==> config.mk <==
export PLATFORM = sky130hd
export DESIGN_NAME = dcr_regs
export DESIGN_NICKNAME = d
export VERILOG_FILES = /design/src/shared/dcr_pkg.sv /design/src/hw/dcr_field.sv /design/src/hw/dcr_regs.sv
export SDC_FILE = /design/constraint.sdc
export NUM_CORES = 1
export LEC_CHECK = 0
export ABC_CLOCK_PERIOD_IN_PS = 2500
export BUFFER_PORTS_ARGS = -buffer_cell sky130_fd_sc_hd__buf_2
export CORE_UTILIZATION = 45
export DETAILED_ROUTE_END_ITERATION = 8
export MAX_ROUTING_LAYER = met4
export PLACE_DENSITY = 0.65
export SYNTH_ARGS = -nofsm -noshare
export SYNTH_HDL_FRONTEND = slang
export SYNTH_SLANG_ARGS = --single-unit
export TNS_END_PERCENT = 10
==> constraint.sdc <==
create_clock -name clk -period 2.5 [get_ports clk]
set_input_delay 0.25 -clock clk [delete_from_list [all_inputs] [get_ports clk]]
set_output_delay 0.25 -clock clk [all_outputs]
set_load 0.01 [all_outputs]
==> src/shared/dcr_pkg.sv <==
// package: constants and types for the disc controller register bank
package dcr_pkg;
  // accumulator bit positions use left-to-right numbering: bit 0 is the msb
  localparam int ACC_W = 16;
  // data-out a fields
  localparam int CMD_MSB = 5;
  localparam int CMD_W = 4;
  localparam int DRV_MSB = 9;
  localparam int DRV_W = 2;
  localparam int VOL_BIT = 11;
  localparam int AUX_MSB = 12;
  localparam int AUX_W = 4;
  // data-out c fields
  localparam int CYL_MSB = 6;
  localparam int CYL_W = 10;
  localparam int SURF_MSB = 1;
  localparam int SURF_W = 5;
  localparam int SECT_MSB = 6;
  localparam int SECT_W = 5;
  localparam int CNT_MSB = 11;
  localparam int CNT_W = 5;
  // data-in b alternate 1 field
  localparam int XMA_MSB = 12;
  // status and ecc widths
  localparam int CSTAT_W = 15;
  localparam int DSTAT_W = 10;
  localparam int ECC_W = 32;
  localparam int DEVCODE_W = 6;
  localparam logic [5:0] DEVCODE_RST = 6'h17;
  localparam logic [3:0] CMD_SEEK_RST = 4'h2;
  localparam logic [15:0] ZERO_WORD = 16'h0000;

  typedef enum logic [1:0] {
    DCR_MODE_NORMAL = 2'b00,
    DCR_MODE_ALT1 = 2'b01,
    DCR_MODE_ALT2 = 2'b10
  } dcr_mode_type;

  typedef enum logic [2:0] {
    DCR_OP_NONE = 3'b000,
    DCR_OP_DOA = 3'b001,
    DCR_OP_DOB = 3'b010,
    DCR_OP_DOC = 3'b011,
    DCR_OP_DIA = 3'b100,
    DCR_OP_DIB = 3'b101,
    DCR_OP_DIC = 3'b110
  } dcr_op_type;

  typedef struct packed {
    logic strobe;
    dcr_op_type op;
    logic [5:0] devcode;
    logic [15:0] acc;
  } dcr_req_type;

  typedef struct packed {
    logic [ECC_W-1:0] ecc;
    logic [CSTAT_W-1:0] cstat;
    logic [DSTAT_W-1:0] dstat;
  } dcr_status_type;
endpackage

==> src/hw/dcr_field.sv <==
// module: extracts and places fields in big-endian numbered accumulator words
`timescale 1ns/1ps
module dcr_field #(
  parameter int MSB = 0,
  parameter int W = 1
) (
  input wire logic [15:0] word,
  input wire logic [W-1:0] value,
  output logic [W-1:0] field,
  output logic [15:0] placed
);
  // bit n of the accumulator is vector bit 15-n
  assign field = word[15-MSB -: W];
  always_comb begin
    placed = 16'h0000;
    placed[15-MSB -: W] = value;
  end
endmodule

==> src/hw/dcr_regs.sv <==
// module: programmer-visible register bank of the disc controller
`timescale 1ns/1ps
// Notes on behaviour
// - data_out_a loads 4-bit command from accumulator bits 5-8.
// - all sixteen command codes 0000 to 1111 are decoded.
// - data_out_a loads 2-bit drive select from bits 9-10.
// - data_out_b loads full 16-bit memory pointer.
// - data_in_a in alternate 1 returns memory pointer.
// - data_out_c loads cylinder from bits 6-15 after a seek command.
// - data_out_a captures bit 11 as volume for fixed/removable drives only.
// - data_out_c loads head from bits 1-5 after non-seek command.
// - data_in_c returns head in bits 1-5.
// - non-seek data_out_c loads sector field bits 6-10; data_in_c returns it.
// - non-seek data_out_c loads negated count bits 11-15; data_in_c returns it.
// - 32-bit ecc remainder; alternate 2 data_in_a returns upper half.
// - alternate 2 data_in_b returns lower ecc half.
// - 15 controller flags returned by data_in_a in normal mode.
// - 10 drive flags returned by data_in_b in normal mode.
// - data_out_a holds bits 12-15 as pending page bits.
// - data_out_b copies pending page bits to extended memory page.
// - alternate 1 data_in_b returns page in bits 12-15.
// - only instructions with matching 6-bit device code are acted on.
// - device code defaults to octal 27, strap changeable.
module dcr_regs
  import dcr_pkg::*;
#(
  parameter logic [3:0] SEEK_CODE = CMD_SEEK_RST
) (
  input wire logic clk,
  input wire logic rst_n,
  input wire dcr_req_type req,
  input wire logic [5:0] devcode_strap,
  input wire logic [3:0] fixed_removable_drives,
  input wire dcr_mode_type read_mode_in,
  input wire logic read_mode_load,
  input wire dcr_status_type status_in,
  output logic [15:0] data_in_word,
  output logic data_in_valid,
  output logic [15:0] cmd_decode,
  output logic [3:0] command_code,
  output logic [1:0] drive_select,
  output logic [15:0] host_memory_pointer,
  output logic [3:0] extended_memory_page,
  output logic [9:0] cylinder_number,
  output logic volume_select,
  output logic [4:0] head_number,
  output logic [4:0] sector_number,
  output logic [4:0] sector_count_neg,
  output logic [15:0] aux_dbg
);
  // ==========================================================
  // strap capture and request qualification
  logic [5:0] devcode_q;
  logic strap_done_q;
  logic hit;
  always_ff @(posedge clk or negedge rst_n) begin
    if (!rst_n) begin
      devcode_q <= DEVCODE_RST;
      strap_done_q <= 1'b0;
    end else if (!strap_done_q) begin
      // strap is sampled once after reset release; it is static board wiring
      devcode_q <= devcode_strap;
      strap_done_q <= 1'b1;
    end
  end
  assign hit = req.strobe && (req.devcode == devcode_q);

  // ==========================================================
  // pin synchronisers for drive strapping and status lines
  // a bit is taken only once stages two and three agree, so a
  // one-cycle glitch in stage two never reaches the read words
  localparam int PIN_W = ECC_W + CSTAT_W + DSTAT_W + 4;
  logic [PIN_W-1:0] pin_raw;
  logic [PIN_W-1:0] pin_s1_q;
  logic [PIN_W-1:0] pin_s2_q;
  logic [PIN_W-1:0] pin_s3_q;
  logic [PIN_W-1:0] pin_q;
  dcr_status_type stat_sync;
  logic [3:0] drives_sync;
  assign pin_raw = {status_in, fixed_removable_drives};

  always_ff @(posedge clk or negedge rst_n) begin
    if (!rst_n) begin
      pin_s1_q <= {PIN_W{1'b0}};
      pin_s2_q <= {PIN_W{1'b0}};
      pin_s3_q <= {PIN_W{1'b0}};
    end else begin
      pin_s1_q <= pin_raw;
      pin_s2_q <= pin_s1_q;
      pin_s3_q <= pin_s2_q;
    end
  end

  for (genvar gi = 0; gi < PIN_W; gi++) begin : g_pin
    always_ff @(posedge clk or negedge rst_n) begin
      if (!rst_n) begin
        pin_q[gi] <= 1'b0;
      end else if (pin_s2_q[gi] == pin_s3_q[gi]) begin
        pin_q[gi] <= pin_s3_q[gi];
      end
    end
  end

  assign stat_sync = pin_q[PIN_W-1:4];
  assign drives_sync = pin_q[3:0];

  // ==========================================================
  // field extraction
  logic [3:0] f_cmd;
  logic [1:0] f_drv;
  logic [3:0] f_aux;
  logic [9:0] f_cyl;
  logic [4:0] f_surf;
  logic [4:0] f_sect;
  logic [4:0] f_cnt;
  logic [15:0] p_surf;
  logic [15:0] p_sect;
  logic [15:0] p_cnt;
  logic [15:0] p_xma;
  logic [4:0] cnt_q;
  logic [4:0] surf_q;
  logic [4:0] sect_q;
  logic [3:0] xma_q;

  dcr_field #(.MSB(CMD_MSB), .W(CMD_W)) u_cmd (.word(req.acc), .value(4'h0), .field(f_cmd), .placed());
  dcr_field #(.MSB(DRV_MSB), .W(DRV_W)) u_drv (.word(req.acc), .value(2'h0), .field(f_drv), .placed());
  dcr_field #(.MSB(AUX_MSB), .W(AUX_W)) u_aux (.word(req.acc), .value(4'h0), .field(f_aux), .placed());
  dcr_field #(.MSB(CYL_MSB), .W(CYL_W)) u_cyl (.word(req.acc), .value(10'h000), .field(f_cyl), .placed());
  dcr_field #(.MSB(SURF_MSB), .W(SURF_W)) u_surf (.word(req.acc), .value(surf_q), .field(f_surf),
    .placed(p_surf));
  dcr_field #(.MSB(SECT_MSB), .W(SECT_W)) u_sect (.word(req.acc), .value(sect_q), .field(f_sect),
    .placed(p_sect));
  dcr_field #(.MSB(CNT_MSB), .W(CNT_W)) u_cnt (.word(req.acc), .value(cnt_q), .field(f_cnt),
    .placed(p_cnt));
  dcr_field #(.MSB(XMA_MSB), .W(AUX_W)) u_xma (.word(req.acc), .value(xma_q), .field(), .placed(p_xma));

  // ==========================================================
  // data-out a: command, drive, volume, pending page
  logic [3:0] cmd_q;
  logic [1:0] drv_q;
  logic vol_q;
  logic [3:0] aux_q;
  logic do_a;
  logic do_b;
  logic do_c;
  assign do_a = hit && (req.op == DCR_OP_DOA);
  assign do_b = hit && (req.op == DCR_OP_DOB);
  assign do_c = hit && (req.op == DCR_OP_DOC);

  always_ff @(posedge clk or negedge rst_n) begin
    if (!rst_n) begin
      cmd_q <= 4'h0;
      drv_q <= 2'h0;
      aux_q <= 4'h0;
    end else if (do_a) begin
      cmd_q <= f_cmd;
      drv_q <= f_drv;
      aux_q <= f_aux;
    end
  end

  // volume applies only to drives strapped as fixed/removable
  always_ff @(posedge clk or negedge rst_n) begin
    if (!rst_n) begin
      vol_q <= 1'b0;
    end else if (do_a && drives_sync[f_drv]) begin
      vol_q <= req.acc[15-VOL_BIT];
    end
  end

  // one-hot decode of all sixteen codes
  always_comb begin
    cmd_decode = 16'h0000;
    cmd_decode[cmd_q] = 1'b1;
  end

  // ==========================================================
  // data-out b: memory pointer and page transfer
  logic [15:0] mem_q;
  always_ff @(posedge clk or negedge rst_n) begin
    if (!rst_n) begin
      mem_q <= 16'h0000;
      xma_q <= 4'h0;
    end else if (do_b) begin
      mem_q <= req.acc;
      xma_q <= aux_q;
    end
  end

  // ==========================================================
  // data-out c: disc address, meaning depends on last command
  logic [9:0] cyl_q;
  logic last_seek;
  assign last_seek = (cmd_q == SEEK_CODE);
  always_ff @(posedge clk or negedge rst_n) begin
    if (!rst_n) begin
      cyl_q <= 10'h000;
    end else if (do_c && last_seek) begin
      cyl_q <= f_cyl;
    end
  end

  // sector field bits 6-10 follow head field bits 1-5, so the two loads share no bit
  always_ff @(posedge clk or negedge rst_n) begin
    if (!rst_n) begin
      surf_q <= 5'h00;
      sect_q <= 5'h00;
      cnt_q <= 5'h00;
    end else if (do_c && !last_seek) begin
      surf_q <= f_surf;
      sect_q <= f_sect;
      cnt_q <= f_cnt;
    end
  end

  // ==========================================================
  // read-mode state
  dcr_mode_type mode_q;
  always_ff @(posedge clk or negedge rst_n) begin
    if (!rst_n) begin
      mode_q <= DCR_MODE_NORMAL;
    end else if (read_mode_load) begin
      mode_q <= read_mode_in;
    end
  end

  // ==========================================================
  // instruction class decode, shared by the valid flag and the checks
  function automatic logic is_read(input dcr_op_type op);
    is_read = (op == DCR_OP_DIA) || (op == DCR_OP_DIB) || (op == DCR_OP_DIC);
  endfunction

  // ==========================================================
  // data-in multiplexer, registered
  logic [15:0] rd_d;
  logic [15:0] rd_q;
  logic rv_q;
  always_comb begin
    rd_d = ZERO_WORD;
    case (req.op)
      DCR_OP_DIA: begin
        case (mode_q)
          DCR_MODE_ALT1: rd_d = mem_q;
          DCR_MODE_ALT2: rd_d = stat_sync.ecc[31:16];
          default: rd_d = {1'b0, stat_sync.cstat};
        endcase
      end
      DCR_OP_DIB: begin
        case (mode_q)
          DCR_MODE_ALT1: rd_d = p_xma;
          DCR_MODE_ALT2: rd_d = stat_sync.ecc[15:0];
          default: rd_d = {6'h00, stat_sync.dstat};
        endcase
      end
      DCR_OP_DIC: rd_d = p_surf | p_sect | p_cnt;
      default: rd_d = ZERO_WORD;
    endcase
  end

  always_ff @(posedge clk or negedge rst_n) begin
    if (!rst_n) begin
      rd_q <= 16'h0000;
      rv_q <= 1'b0;
    end else begin
      rv_q <= hit && is_read(req.op);
      if (hit) begin
        rd_q <= rd_d;
      end
    end
  end

  assign data_in_word = rd_q;
  assign data_in_valid = rv_q;
  assign command_code = cmd_q;
  assign drive_select = drv_q;
  assign host_memory_pointer = mem_q;
  assign extended_memory_page = xma_q;
  assign cylinder_number = cyl_q;
  assign volume_select = vol_q;
  assign head_number = surf_q;
  assign sector_number = sect_q;
  assign sector_count_neg = cnt_q;
  assign aux_dbg = {12'h000, aux_q};

  // ==========================================================
  // checks
  chk_cmd_load: assert property (@(posedge clk) disable iff (!rst_n)
    do_a |=> command_code == $past(req.acc[10:7])) else $error("command not loaded");
  chk_drv_load: assert property (@(posedge clk) disable iff (!rst_n)
    do_a |=> drive_select == $past(req.acc[6:5])) else $error("drive not loaded");
  chk_mem_load: assert property (@(posedge clk) disable iff (!rst_n)
    do_b |=> host_memory_pointer == $past(req.acc)) else $error("pointer not loaded");
  chk_page_copy: assert property (@(posedge clk) disable iff (!rst_n)
    do_a ##1 (do_b && !do_a) |=> extended_memory_page == $past(req.acc[3:0], 2))
    else $error("page not copied");
  chk_cyl_hold: assert property (@(posedge clk) disable iff (!rst_n)
    (do_c && !last_seek) |=> $stable(cylinder_number)) else $error("cylinder changed");
  chk_cnt_load: assert property (@(posedge clk) disable iff (!rst_n)
    (do_c && !last_seek) |=> sector_count_neg == $past(req.acc[4:0])) else $error("count wrong");
  chk_head_hold: assert property (@(posedge clk) disable iff (!rst_n)
    (do_c && last_seek) |=> $stable(head_number)) else $error("head changed");
  chk_dev_ignore: assert property (@(posedge clk) disable iff (!rst_n)
    (req.strobe && req.devcode != devcode_q) |=> !data_in_valid) else $error("foreign code");
  chk_dic_read: assert property (@(posedge clk) disable iff (!rst_n)
    (hit && req.op == DCR_OP_DIC) |=> data_in_word[4:0] == sector_count_neg) else $error("dic wrong");
  chk_vol_hold: assert property (@(posedge clk) disable iff (!rst_n)
    (do_a && !drives_sync[f_drv]) |=> $stable(volume_select)) else $error("volume changed");
  chk_rd_valid: assert property (@(posedge clk) disable iff (!rst_n)
    (hit && is_read(req.op)) |=> data_in_valid) else $error("read not answered");
  chk_wr_novalid: assert property (@(posedge clk) disable iff (!rst_n)
    (hit && !is_read(req.op)) |=> !data_in_valid) else $error("write answered");
  chk_decode_hot: assert property (@(posedge clk) disable iff (!rst_n)
    $onehot(cmd_decode) && cmd_decode[command_code]) else $error("decode not one-hot");
  chk_cyl_load: assert property (@(posedge clk) disable iff (!rst_n)
    (do_c && last_seek) |=> cylinder_number == $past(req.acc[9:0])) else $error("cylinder wrong");
  chk_head_load: assert property (@(posedge clk) disable iff (!rst_n)
    (do_c && !last_seek) |=> head_number == $past(req.acc[14:10])) else $error("head wrong");
  chk_sect_load: assert property (@(posedge clk) disable iff (!rst_n)
    (do_c && !last_seek) |=> sector_number == $past(req.acc[9:5])) else $error("sector wrong");
  chk_vol_load: assert property (@(posedge clk) disable iff (!rst_n)
    (do_a && drives_sync[f_drv]) |=> volume_select == $past(req.acc[4])) else $error("volume wrong");
  chk_aux_load: assert property (@(posedge clk) disable iff (!rst_n)
    do_a |=> aux_dbg[3:0] == $past(req.acc[3:0])) else $error("pending page wrong");
  chk_ecc_high: assert property (@(posedge clk) disable iff (!rst_n)
    (hit && req.op == DCR_OP_DIA && mode_q == DCR_MODE_ALT2) |=> data_in_word == $past(stat_sync.ecc[31:16]))
    else $error("ecc high wrong");
  chk_ecc_low: assert property (@(posedge clk) disable iff (!rst_n)
    (hit && req.op == DCR_OP_DIB && mode_q == DCR_MODE_ALT2) |=> data_in_word == $past(stat_sync.ecc[15:0]))
    else $error("ecc low wrong");
  chk_mode_load: assert property (@(posedge clk) disable iff (!rst_n)
    read_mode_load |=> mode_q == $past(read_mode_in)) else $error("mode not loaded");
  chk_strap_take: assert property (@(posedge clk) disable iff (!rst_n)
    $rose(strap_done_q) |-> devcode_q == $past(devcode_strap)) else $error("strap not taken");
  chk_rd_hold: assert property (@(posedge clk) disable iff (!rst_n)
    !hit |=> $stable(data_in_word)) else $error("read word moved");
  chk_page_hold: assert property (@(posedge clk) disable iff (!rst_n)
    !do_b |=> $stable(extended_memory_page)) else $error("page moved");
  chk_ptr_hold: assert property (@(posedge clk) disable iff (!rst_n)
    !do_b |=> $stable(host_memory_pointer)) else $error("pointer moved");
  chk_cnt_hold: assert property (@(posedge clk) disable iff (!rst_n)
    !(do_c && !last_seek) |=> $stable(sector_count_neg)) else $error("count moved");
endmodule

# ---- Yosys cells after proc, flatten, opt, wreduce, memory -nomap -nowiden
# Index checks and enable logic that the tools add are counted.
dict set report op_classes {
  n_lt_le_gt_ge 3
  n_eq_ne 71
  mux 7
  bitwise_logic 2
  reduce_logical 12
}
# cell n
set ops {}
lappend ops {{16-bit case mux with 2 select lines} 2}
lappend ops {{1-bit equality test} 61}
lappend ops {{16-bit case mux with 3 select lines} 1}
lappend ops {{15-bit by 10-bit bitwise OR with 15-bit output} 1}
lappend ops {{15-bit by 5-bit bitwise OR with 15-bit output} 1}
lappend ops {{3-bit equality test, second input constant} 3}
lappend ops {{1-bit logical AND} 9}
lappend ops {{3-bit by 2-bit equality test with 1-bit output, second input constant} 2}
lappend ops {{6-bit equality test} 1}
lappend ops {{4-bit by 5-bit less-than comparator with 1-bit output, second input constant} 1}
lappend ops {{1-bit demux with 4-bit select} 1}
lappend ops {{4-bit by 2-bit equality test with 1-bit output, second input constant} 1}
lappend ops {{4-bit by 1-bit >= comparator with 1-bit output, second input constant} 1}
lappend ops {{3-bit by 1-bit equality test with 1-bit output, second input constant} 1}
lappend ops {{2-bit by 3-bit less-than comparator with 1-bit output, second input constant} 1}
lappend ops {{1-bit binary-select mux with 2-bit select} 1}
lappend ops {{2-bit by 1-bit equality test with 1-bit output, second input constant} 1}
lappend ops {{2-bit equality test, second input constant} 1}
lappend ops {{1-bit logical OR} 2}
lappend ops {{1-bit 2-to-1 mux} 2}
lappend ops {{1-bit zero test} 1}
dict set report totals {
  reg_bits 326
}

# ---- Logic depth before layout (Yosys ltp)
# Gate-level depths: netlist of run 1.
dict set report logic_depth {
  word_depth 4
  depth_mapped 8
  mapped_depth_nobuf 6
}

# ---- By module
# From an unflattened synthesis of run 1, not the netlist that was laid out.
dict set report unflattened {
  hier_cells 870
  area_unflattened_um2 12238.0
}
# module n_inst cells_each area_each_um2
set by_module_without_submodules {}
lappend by_module_without_submodules {dcr_regs 1 695 10954.3}
lappend by_module_without_submodules {{dcr_field at u_cnt ...} 3 22 161.4}
lappend by_module_without_submodules {{dcr_field at u_aux ...} 3 21 153.9}
lappend by_module_without_submodules {{dcr_field at u_cyl} 1 27 198.9}
lappend by_module_without_submodules {{dcr_field at u_drv} 1 19 138.9}

# ---- Worst setup path after synthesis of run 1
# OpenSTA, ideal clock, no wires.
dict set report synth_timing {
  path_kind {flip-flop to flip-flop}
  startpoint {register devcode_q[0]}
  endpoint {register surf_q[0], in the netlist head_number[0]}
  t_arrival_ns 2.067
  t_required_ns 2.375
  slack_ns 0.308
  stages_incl_launch_ff 6
  path_buffers 1
  period_less_slack_ns 2.192
  cell_sequence {dfstp_2 > xor2_1 > or4b_4 > nor4b_4 > buf_4 > mux2_2}
}
dict set report synth_between {
  elab_chain_cells 4
}
# item line_no
set synth_lines {}
lappend synth_lines {{start: declaration} dcr_regs.sv:53} ;# logic [5:0] devcode_q;
lappend synth_lines {{start signal: assignment} dcr_regs.sv:62} ;# devcode_q <= devcode_strap;
lappend synth_lines {{6-bit equality test} dcr_regs.sv:66} ;# assign hit = req.strobe && (req.devcode == devcode_q);
lappend synth_lines {{1-bit logical AND} dcr_regs.sv:66}
lappend synth_lines {{1-bit logical AND} dcr_regs.sv:148} ;# assign do_c = hit && (req.op == DCR_OP_DOC);
lappend synth_lines {{1-bit logical AND} dcr_regs.sv:209} ;# end else if (do_c && !last_seek) begin
lappend synth_lines {{end signal: assignment} dcr_regs.sv:210} ;# surf_q <= f_surf;
lappend synth_lines {{end: declaration} dcr_regs.sv:121} ;# logic [4:0] surf_q;
# No other way between the ends.
# A chain may end at the register's enable or synchronous reset.

# ---- Worst setup path in the final report of run 1
dict set report layout_timing {
  startpoint {register devcode_q[0]}
  endpoint {register xma_q[0], in the netlist extended_memory_page[0]}
}
dict set report layout_between {
  elab_chain_cells 3
}
# item line_no
set layout_lines {}
lappend layout_lines {{6-bit equality test} dcr_regs.sv:66}
lappend layout_lines {{1-bit logical AND} dcr_regs.sv:66}
lappend layout_lines {{1-bit logical AND} dcr_regs.sv:147} ;# assign do_b = hit && (req.op == DCR_OP_DOB);
lappend layout_lines {{end signal: assignment} dcr_regs.sv:186} ;# xma_q <= aux_q;
lappend layout_lines {{end: declaration} dcr_regs.sv:123} ;# logic [3:0] xma_q;
# No other way between the ends.

==> run summary, run 1 <==
Top cell type's share of synthesized area = 74.5%
Crit Path Category = reg -> reg
DR vias/cell = 4.84
Flop and latch count out of synthesis = 326
Final ANT Viol Nets = 0
Antenna fix cells = 0
Post-CTS Hold Buffers = 79
Total power = 0.0117 W
Die area = 24700 um2
Worst vdd rail ir drop = 0.540 mV
Ys async rst share = 100%
Sequential element share of the synthesized area = 75.4%
Postcts setup bufs = 0
Vias = 6269
Syn_area_per_cell = 16.5 um2
Reg clk slew, reported paths = 0.06 ns
Total Routing Usage GR = 19.7%
Cell Area, Synth = 10800 um2
Endpoints failing hold = 0
Hold Path Class = in -> reg
CTS resizes = 0
Setup violators final = 0
Row cnt = 56
I/O Buffers = 186
Power Density = 827 nW/um2
Run status = completed
Width of the die = 157 um
TNS Setup = 0 ns
Final wirelength = 22.7 mm
Unrepaired setup endpoints after global routing = no
Fmax = 440 MHz
Fin crit period = 2.27 ns
P_leak = 6.69 nW
WL/cell = 17.5 um
Startpoint types = flip-flop
I/O pins = 199
Synth area leader = dfrtp_1
DR DRC count = 0
Post-synth EDFFs = 0
Gpl congestion = 0.757
Share of layout cells above drive strength 1 = 33.5%
Top post-synthesis cells by count = dfrtp_1 (322), maj3_1 (61), mux2_2 (60)
Sink Count = 326
Starting Density = 46.0%
Max-slew headroom = 33.1%
Router iterations before antenna repair = 5
Area delta synth->final = 31.1%
Least-Margin Pin Slew = 0.995 ns
Worst-path fanout max = 14
Worst EP arrival = 2.67 ns
Total gr overflow = 0
Root Driver = clkbuf_16
Max Buffers Root-to-Sink = 3
Synth top area cells = dfrtp_1 (74%), mux2_2 (6.2%), maj3_1 (5.6%)
# Max-Cap Violations = 0
Number of global-route vias before repair = 6325
Top_reg_cell synth = dfrtp_1
YS warnings = 0
Htree depth = 2
Post-Syn Instances = 655
First DRT Iteration DRCs = 326
Die span in y = 157 um
Fin crit share = 91.0%
Skew final = 0.0147 ns
Detailed Place HPWL = 14.4 mm
Largest net degree at the start of global routing = 70
CTS tree = done
Worst hold slack = 0.0359 ns
Req. time, crit path = 2.89 ns
Core area = 23500 um2
Top-count cell post-synth = dfrtp_1
Worst-Skew Late Latency = 0.51 ns
First-pass GRT wire length = 35.5 mm
Fin. max-slew vios = 0
Fill cells = 1863
CTS Buf Count = 34
Final nets = 1051
Netlist cell types = 41
Element type at the critical path end = flip-flop
Initial antenna violation count = 0
[layout make-up]
class                      count  area [um2]  share of cell area [%]
clock buffer                  48         953                    6.72
clock inverter                12         184                    1.30
inverter                       4        15.0                   0.106
multi-input combinational    302        2510                    17.7
sequential                   326        8160                    57.6
tap                          319         399                    2.81
timing repair buffer         283        1950                    13.8
[layer usage]
| layer | routed length, um | global-route usage (%) |
|---|---|---|
| met5 | 0 | - |
| met2 | 10700 | 29.7 |
| met4 | 437 | 5.64 |
| met3 | 1220 | 4.30 |
| met1 | 10400 | 27.1 |
[state kept, by name, indices dropped and copies added (netlist names), 5 cells and up]
register / cells
pin_s1_q: 61
pin_s2_q: 61
pin_s3_q: 61
pin_q: 57
data_in_word: 16
host_memory_pointer: 16
cylinder_number: 10
devcode_q: 6
head_number: 5
sector_count_neg: 5
sector_number: 5
[path summary, 6_finish.rpt]
path	from	endpoint	slack [ns]	cells after the start
setup / recovery	devcode_q[0]	extended_memory_page[0]	0.23	5
hold / removal	req[1]	aux_q[1]	0.04	2
setup reg to reg	devcode_q[0]	extended_memory_page[0]	0.23	5
hold reg to reg	pin_s1_q[45]	pin_s2_q[45]	0.33	0
max in group asynchronous	rst_n	pin_s3_q[17]	1.45	3
min in group asynchronous	rst_n	pin_s1_q[0]	0.28	2
[cell usage in the layout, fill, tap and decap left out, drive strengths merged, types with 2 or more instances in the layout]
cell type / instances
nand2: 16
nor2: 12
a21oi: 13
xor2: 3
dfrtp: 322
dlygate4sd3: 79
a22oi: 10
buf: 204
mux2: 62
nand2b: 6
clkbuf: 48
a221oi: 14
nor2b: 10
ha: 2
clkinv: 4
a32o: 6
maj3: 61
conb: 13
and3b: 7
dfstp: 4
xnor2: 3
clkinvlp: 2
nor3: 12
nand4: 2
bufinv: 4
o21ai: 17
o31ai: 6
nor4: 3
nor4b: 2
o2bb2ai: 10
a222oi: 5
inv: 6
[kinds of logic after synthesis]
logic type	Yosys count	synth area share (%)
AOI/OAI and AO/OA	81	5.46
adders and majority gates	63	5.87
and+or+nand+nor	76	4.22
xor gates and xnor gates	6	0.486
muxes	63	6.66
DFF	326	75.4
buffers and inverters	38	1.79
other	2	0.0694
[metrics by stage]
step	setup slack, ns	std cells	instance area, um2	util (%)
3_5_place_dp	0.210	1155	12300	52.1
6_report	0.225	1294	14200	60.2
5_1_grt	0.146	1294	14200	60.2
2_1_floorplan	0.308	666	10900	-
4_1_cts	0.194	1294	14200	60.2
3_3_place_gp	0.277	1155	12300	52.1
[worst max-delay path, stage by stage, from the launching register on]
cell     delay, ns
dfstp_2       0.53
xor2_1        0.08
or4b_4        0.59
nor4_2        0.29
buf_4         0.31
mux2_2        0.37
[power breakdown]
group	internal (W)	leakage (nW)	switching (W)	total, W
combinational	0.000415	2.17	0.000442	0.000857
sequential	0.00560	3.96	0.000179	0.00578
clock	0.00309	0.550	0.00200	0.00509
total	0.00910	6.69	0.00262	0.0117
(Power assumes the default switching activity.)
==> inputs of run 2 (changes only) <==
- CORE_UTILIZATION: 45 -> 41
- HOLD_SLACK_MARGIN: default -> 0.12
- PLACE_DENSITY: 0.65 -> 0.6
==> run 2 against run 1 <==
Net effect: the flow now finishes with violations (design-rule violations); final area increased by 1.7%; register-to-register slack about the same; worst hold slack better by 0.24 ns; clock skew rose by 0.0027 ns; first-iteration DRC count up 3.7%; sequential power about the same; via count up 2.1%; total power is 2.8% higher; critical path depth unchanged; largest cell class unchanged.
==> run summary, run 2 (same netlist as run 1, synthesis figures left out) <==
Fill cells = 2121 (+14%)
Worst-Skew Late Latency = 0.50 ns (about the same)
First-pass GRT wire length = 35.7 mm (+0.74%)
Worst EP arrival = 2.65 ns (-0.02 ns)
Largest net degree at the start of global routing = 77 (+10%)
Root Driver = clkbuf_16
Run status = complete, but fails checks
Largest regs = pin_s1_q: 61 flops, pin_s2_q: 61 flops, pin_s3_q: 61 flops
Final nets = 1069 (+1.7%)
TNS Setup = 0 ns (unchanged)
DR vias/cell = 4.81 (-0.70%)
Final wirelength = 22.8 mm (+0.61%)
Vias = 6403 (+2.1%)
Reg clk slew, reported paths = 0.06 ns (about the same)
Router iterations before antenna repair = 7 (+2)
Startpoint types = flip-flop
Endpoints failing hold = 0 (unchanged)
Reg2reg setup slack = 0.22 ns (about the same)
Die area = 27000 um2 (+9.6%)
Hold-critical path depth = 3 (+1)
Fin crit share = 91.1% (+0.15 points)
Final ANT Viol Nets = 0 (unchanged)
Violated checks = design-rule violations
Element type at the critical path end = flip-flop
Fin crit period = 2.28 ns (+0.00386 ns)
Die span in y = 164 um (+4.7%)
Starting Density = 41.6% (-4.3 points)
Row cnt = 59 (+5.4%)
Initial antenna violation count = 0 (unchanged)
Seq pwr share = 48.0% (-1.3 points)
Core area = 26000 um2 (+10%)
Setup violators final = 0 (unchanged)
Antenna fix cells = 0 (unchanged)
Hold Path Class = in -> reg
Worst hold slack = 0.279 ns (+0.243 ns)
Detailed Place HPWL = 14.9 mm (+3.6%)
R2R depth = 5 (unchanged)
Gpl congestion = 0.799 (+5.5%)
Unrepaired setup endpoints after global routing = no
Least-Margin Pin Slew = 1.11 ns (+0.115 ns)
Skew final = 0.0175 ns (+0.00273 ns)
Crit Path Category = reg -> reg
Fmax = 439 MHz (-0.17%)
Power Density = 835 nW/um2 (+1.0%)
# Max-Cap Violations = 0 (unchanged)
Crit Reg-Reg Startpoint = devcode_q[0]
CTS resizes = 0 (unchanged)
Req. time, crit path = 2.87 ns (-0.02 ns)
Most frequent cells in the layout = dfrtp_1 (322), buf_2 (185), dlygate4sd3_1 (90), maj3_1 (61), mux2_2 (60)
I/O pins = 199 (unchanged)
I/O Buffers = 186 (unchanged)
Total Routing Usage GR = 17.9% (-1.8 points)
P_sw = 0.00262 W (-0.17%)
Worst-path fanout max = 14 (unchanged)
P_leak = 6.80 nW (+1.7%)
First DRT Iteration DRCs = 338 (+3.7%)
Max-slew headroom = 25.4% (-7.8 points)
CTS Buf Count = 35 (+2.9%)
Fin. max-slew vios = 0 (unchanged)
Comb power frac = 7.3% (about the same)
Switching share of power = 21.7% (-0.64 points)
Area delta synth->final = 33.3%
Clock share of power = 44.8% (+1.4 points)
DR DRC count = 2 (+2)
Hold Path Origin = req[22]
Commonest non-fill, non-tap cell in the layout = dfrtp_1
Sink Count = 326 (unchanged)
Power Internal = 0.00943 W (+3.6%)
CTS tree = done
Share of layout cells above drive strength 1 = 33.6% (+0.096 points)
Width of the die = 164 um (+4.7%)
Reg2reg end = host_memory_pointer[14]
Number of global-route vias before repair = 6407 (+1.3%)
Hold Path Sink = data_in_word[9]
Htree depth = 2 (unchanged)
Total gr overflow = 0 (unchanged)
Worst vdd rail ir drop = 0.613 mV (+14%)
WL/cell = 17.1 um (-2.2%)
Max Buffers Root-to-Sink = 3 (unchanged)
## run 2: what timing repair did
item                      CTS  global route
hold endpoints to repair  186             0
setup buffers               0             0
hold buffers               90             0
## run 2: power by group through the flow
stage / clock network (W) / logic, W / registers [W]
after floorplan: 0 / 0.000370 / 0.00584
after global placement: 0 / 0.000768 / 0.00587
after detailed placement: 0 / 0.000780 / 0.00587
after CTS: 0.00555 / 0.000889 / 0.00578
after global routing: 0.00578 / 0.000976 / 0.00582
final: 0.00539 / 0.000875 / 0.00578
## run 2: per-layer routing
metal | GRT usage [%] | part of all wire, % | vias to the layer above
met5 | - | 0 | -
met4 | 7.42 | 4.1 | 0
met3 | 2.94 | 4.8 | 68
met2 | 25.5 | 44 | 207
met1 | 25.5 | 47 | 3185
li1 | - | - | 2943
## run 2: worst max path at each step
stage / from / to / slack, ns / cells after the start
after floorplan: devcode_q[0] / head_number[0] / 0.31 / 5
after global placement: devcode_q[0] / host_memory_pointer[14] / 0.27 / 5
after detailed placement: devcode_q[0] / host_memory_pointer[10] / 0.22 / 5
after CTS: devcode_q[0] / extended_memory_page[1] / 0.20 / 5
after global routing: devcode_q[0] / extended_memory_page[1] / 0.14 / 5
final: devcode_q[0] / host_memory_pointer[14] / 0.22 / 5
## run 2: layout make-up
type | count | area (um2) | area share (%)
clock buffers | 51 | 997 | 6.91
inverters | 4 | 15.0 | 0.104
clock inverters | 13 | 233 | 1.61
well taps | 335 | 419 | 2.91
flip-flops and latches | 326 | 8160 | 56.6
repair buffers | 300 | 2080 | 14.5
multi-input cells | 302 | 2510 | 17.4
## run 2: critical path, cell delays in order (launching register included)
cell,delay (ns)
dfstp_2,0.53
xor2_1,0.07
or4b_4,0.58
nor4_2,0.29
buf_4,0.31
mux2_2,0.36
## run 2: metrics by stage
step | utilization [%] | area (um2) | power [W] | setup slack, ns | instances
2_1_floorplan | - | 10900 | 0.00621 | 0.308 | 666
5_1_grt | 55.5 | 14400 | 0.0126 | 0.138 | 1331
4_1_cts | 55.5 | 14400 | 0.0122 | 0.201 | 1331
3_3_place_gp | 47.3 | 12300 | 0.00664 | 0.265 | 1177
3_5_place_dp | 47.3 | 12300 | 0.00665 | 0.221 | 1177
6_report | 55.5 | 14400 | 0.0121 | 0.222 | 1331
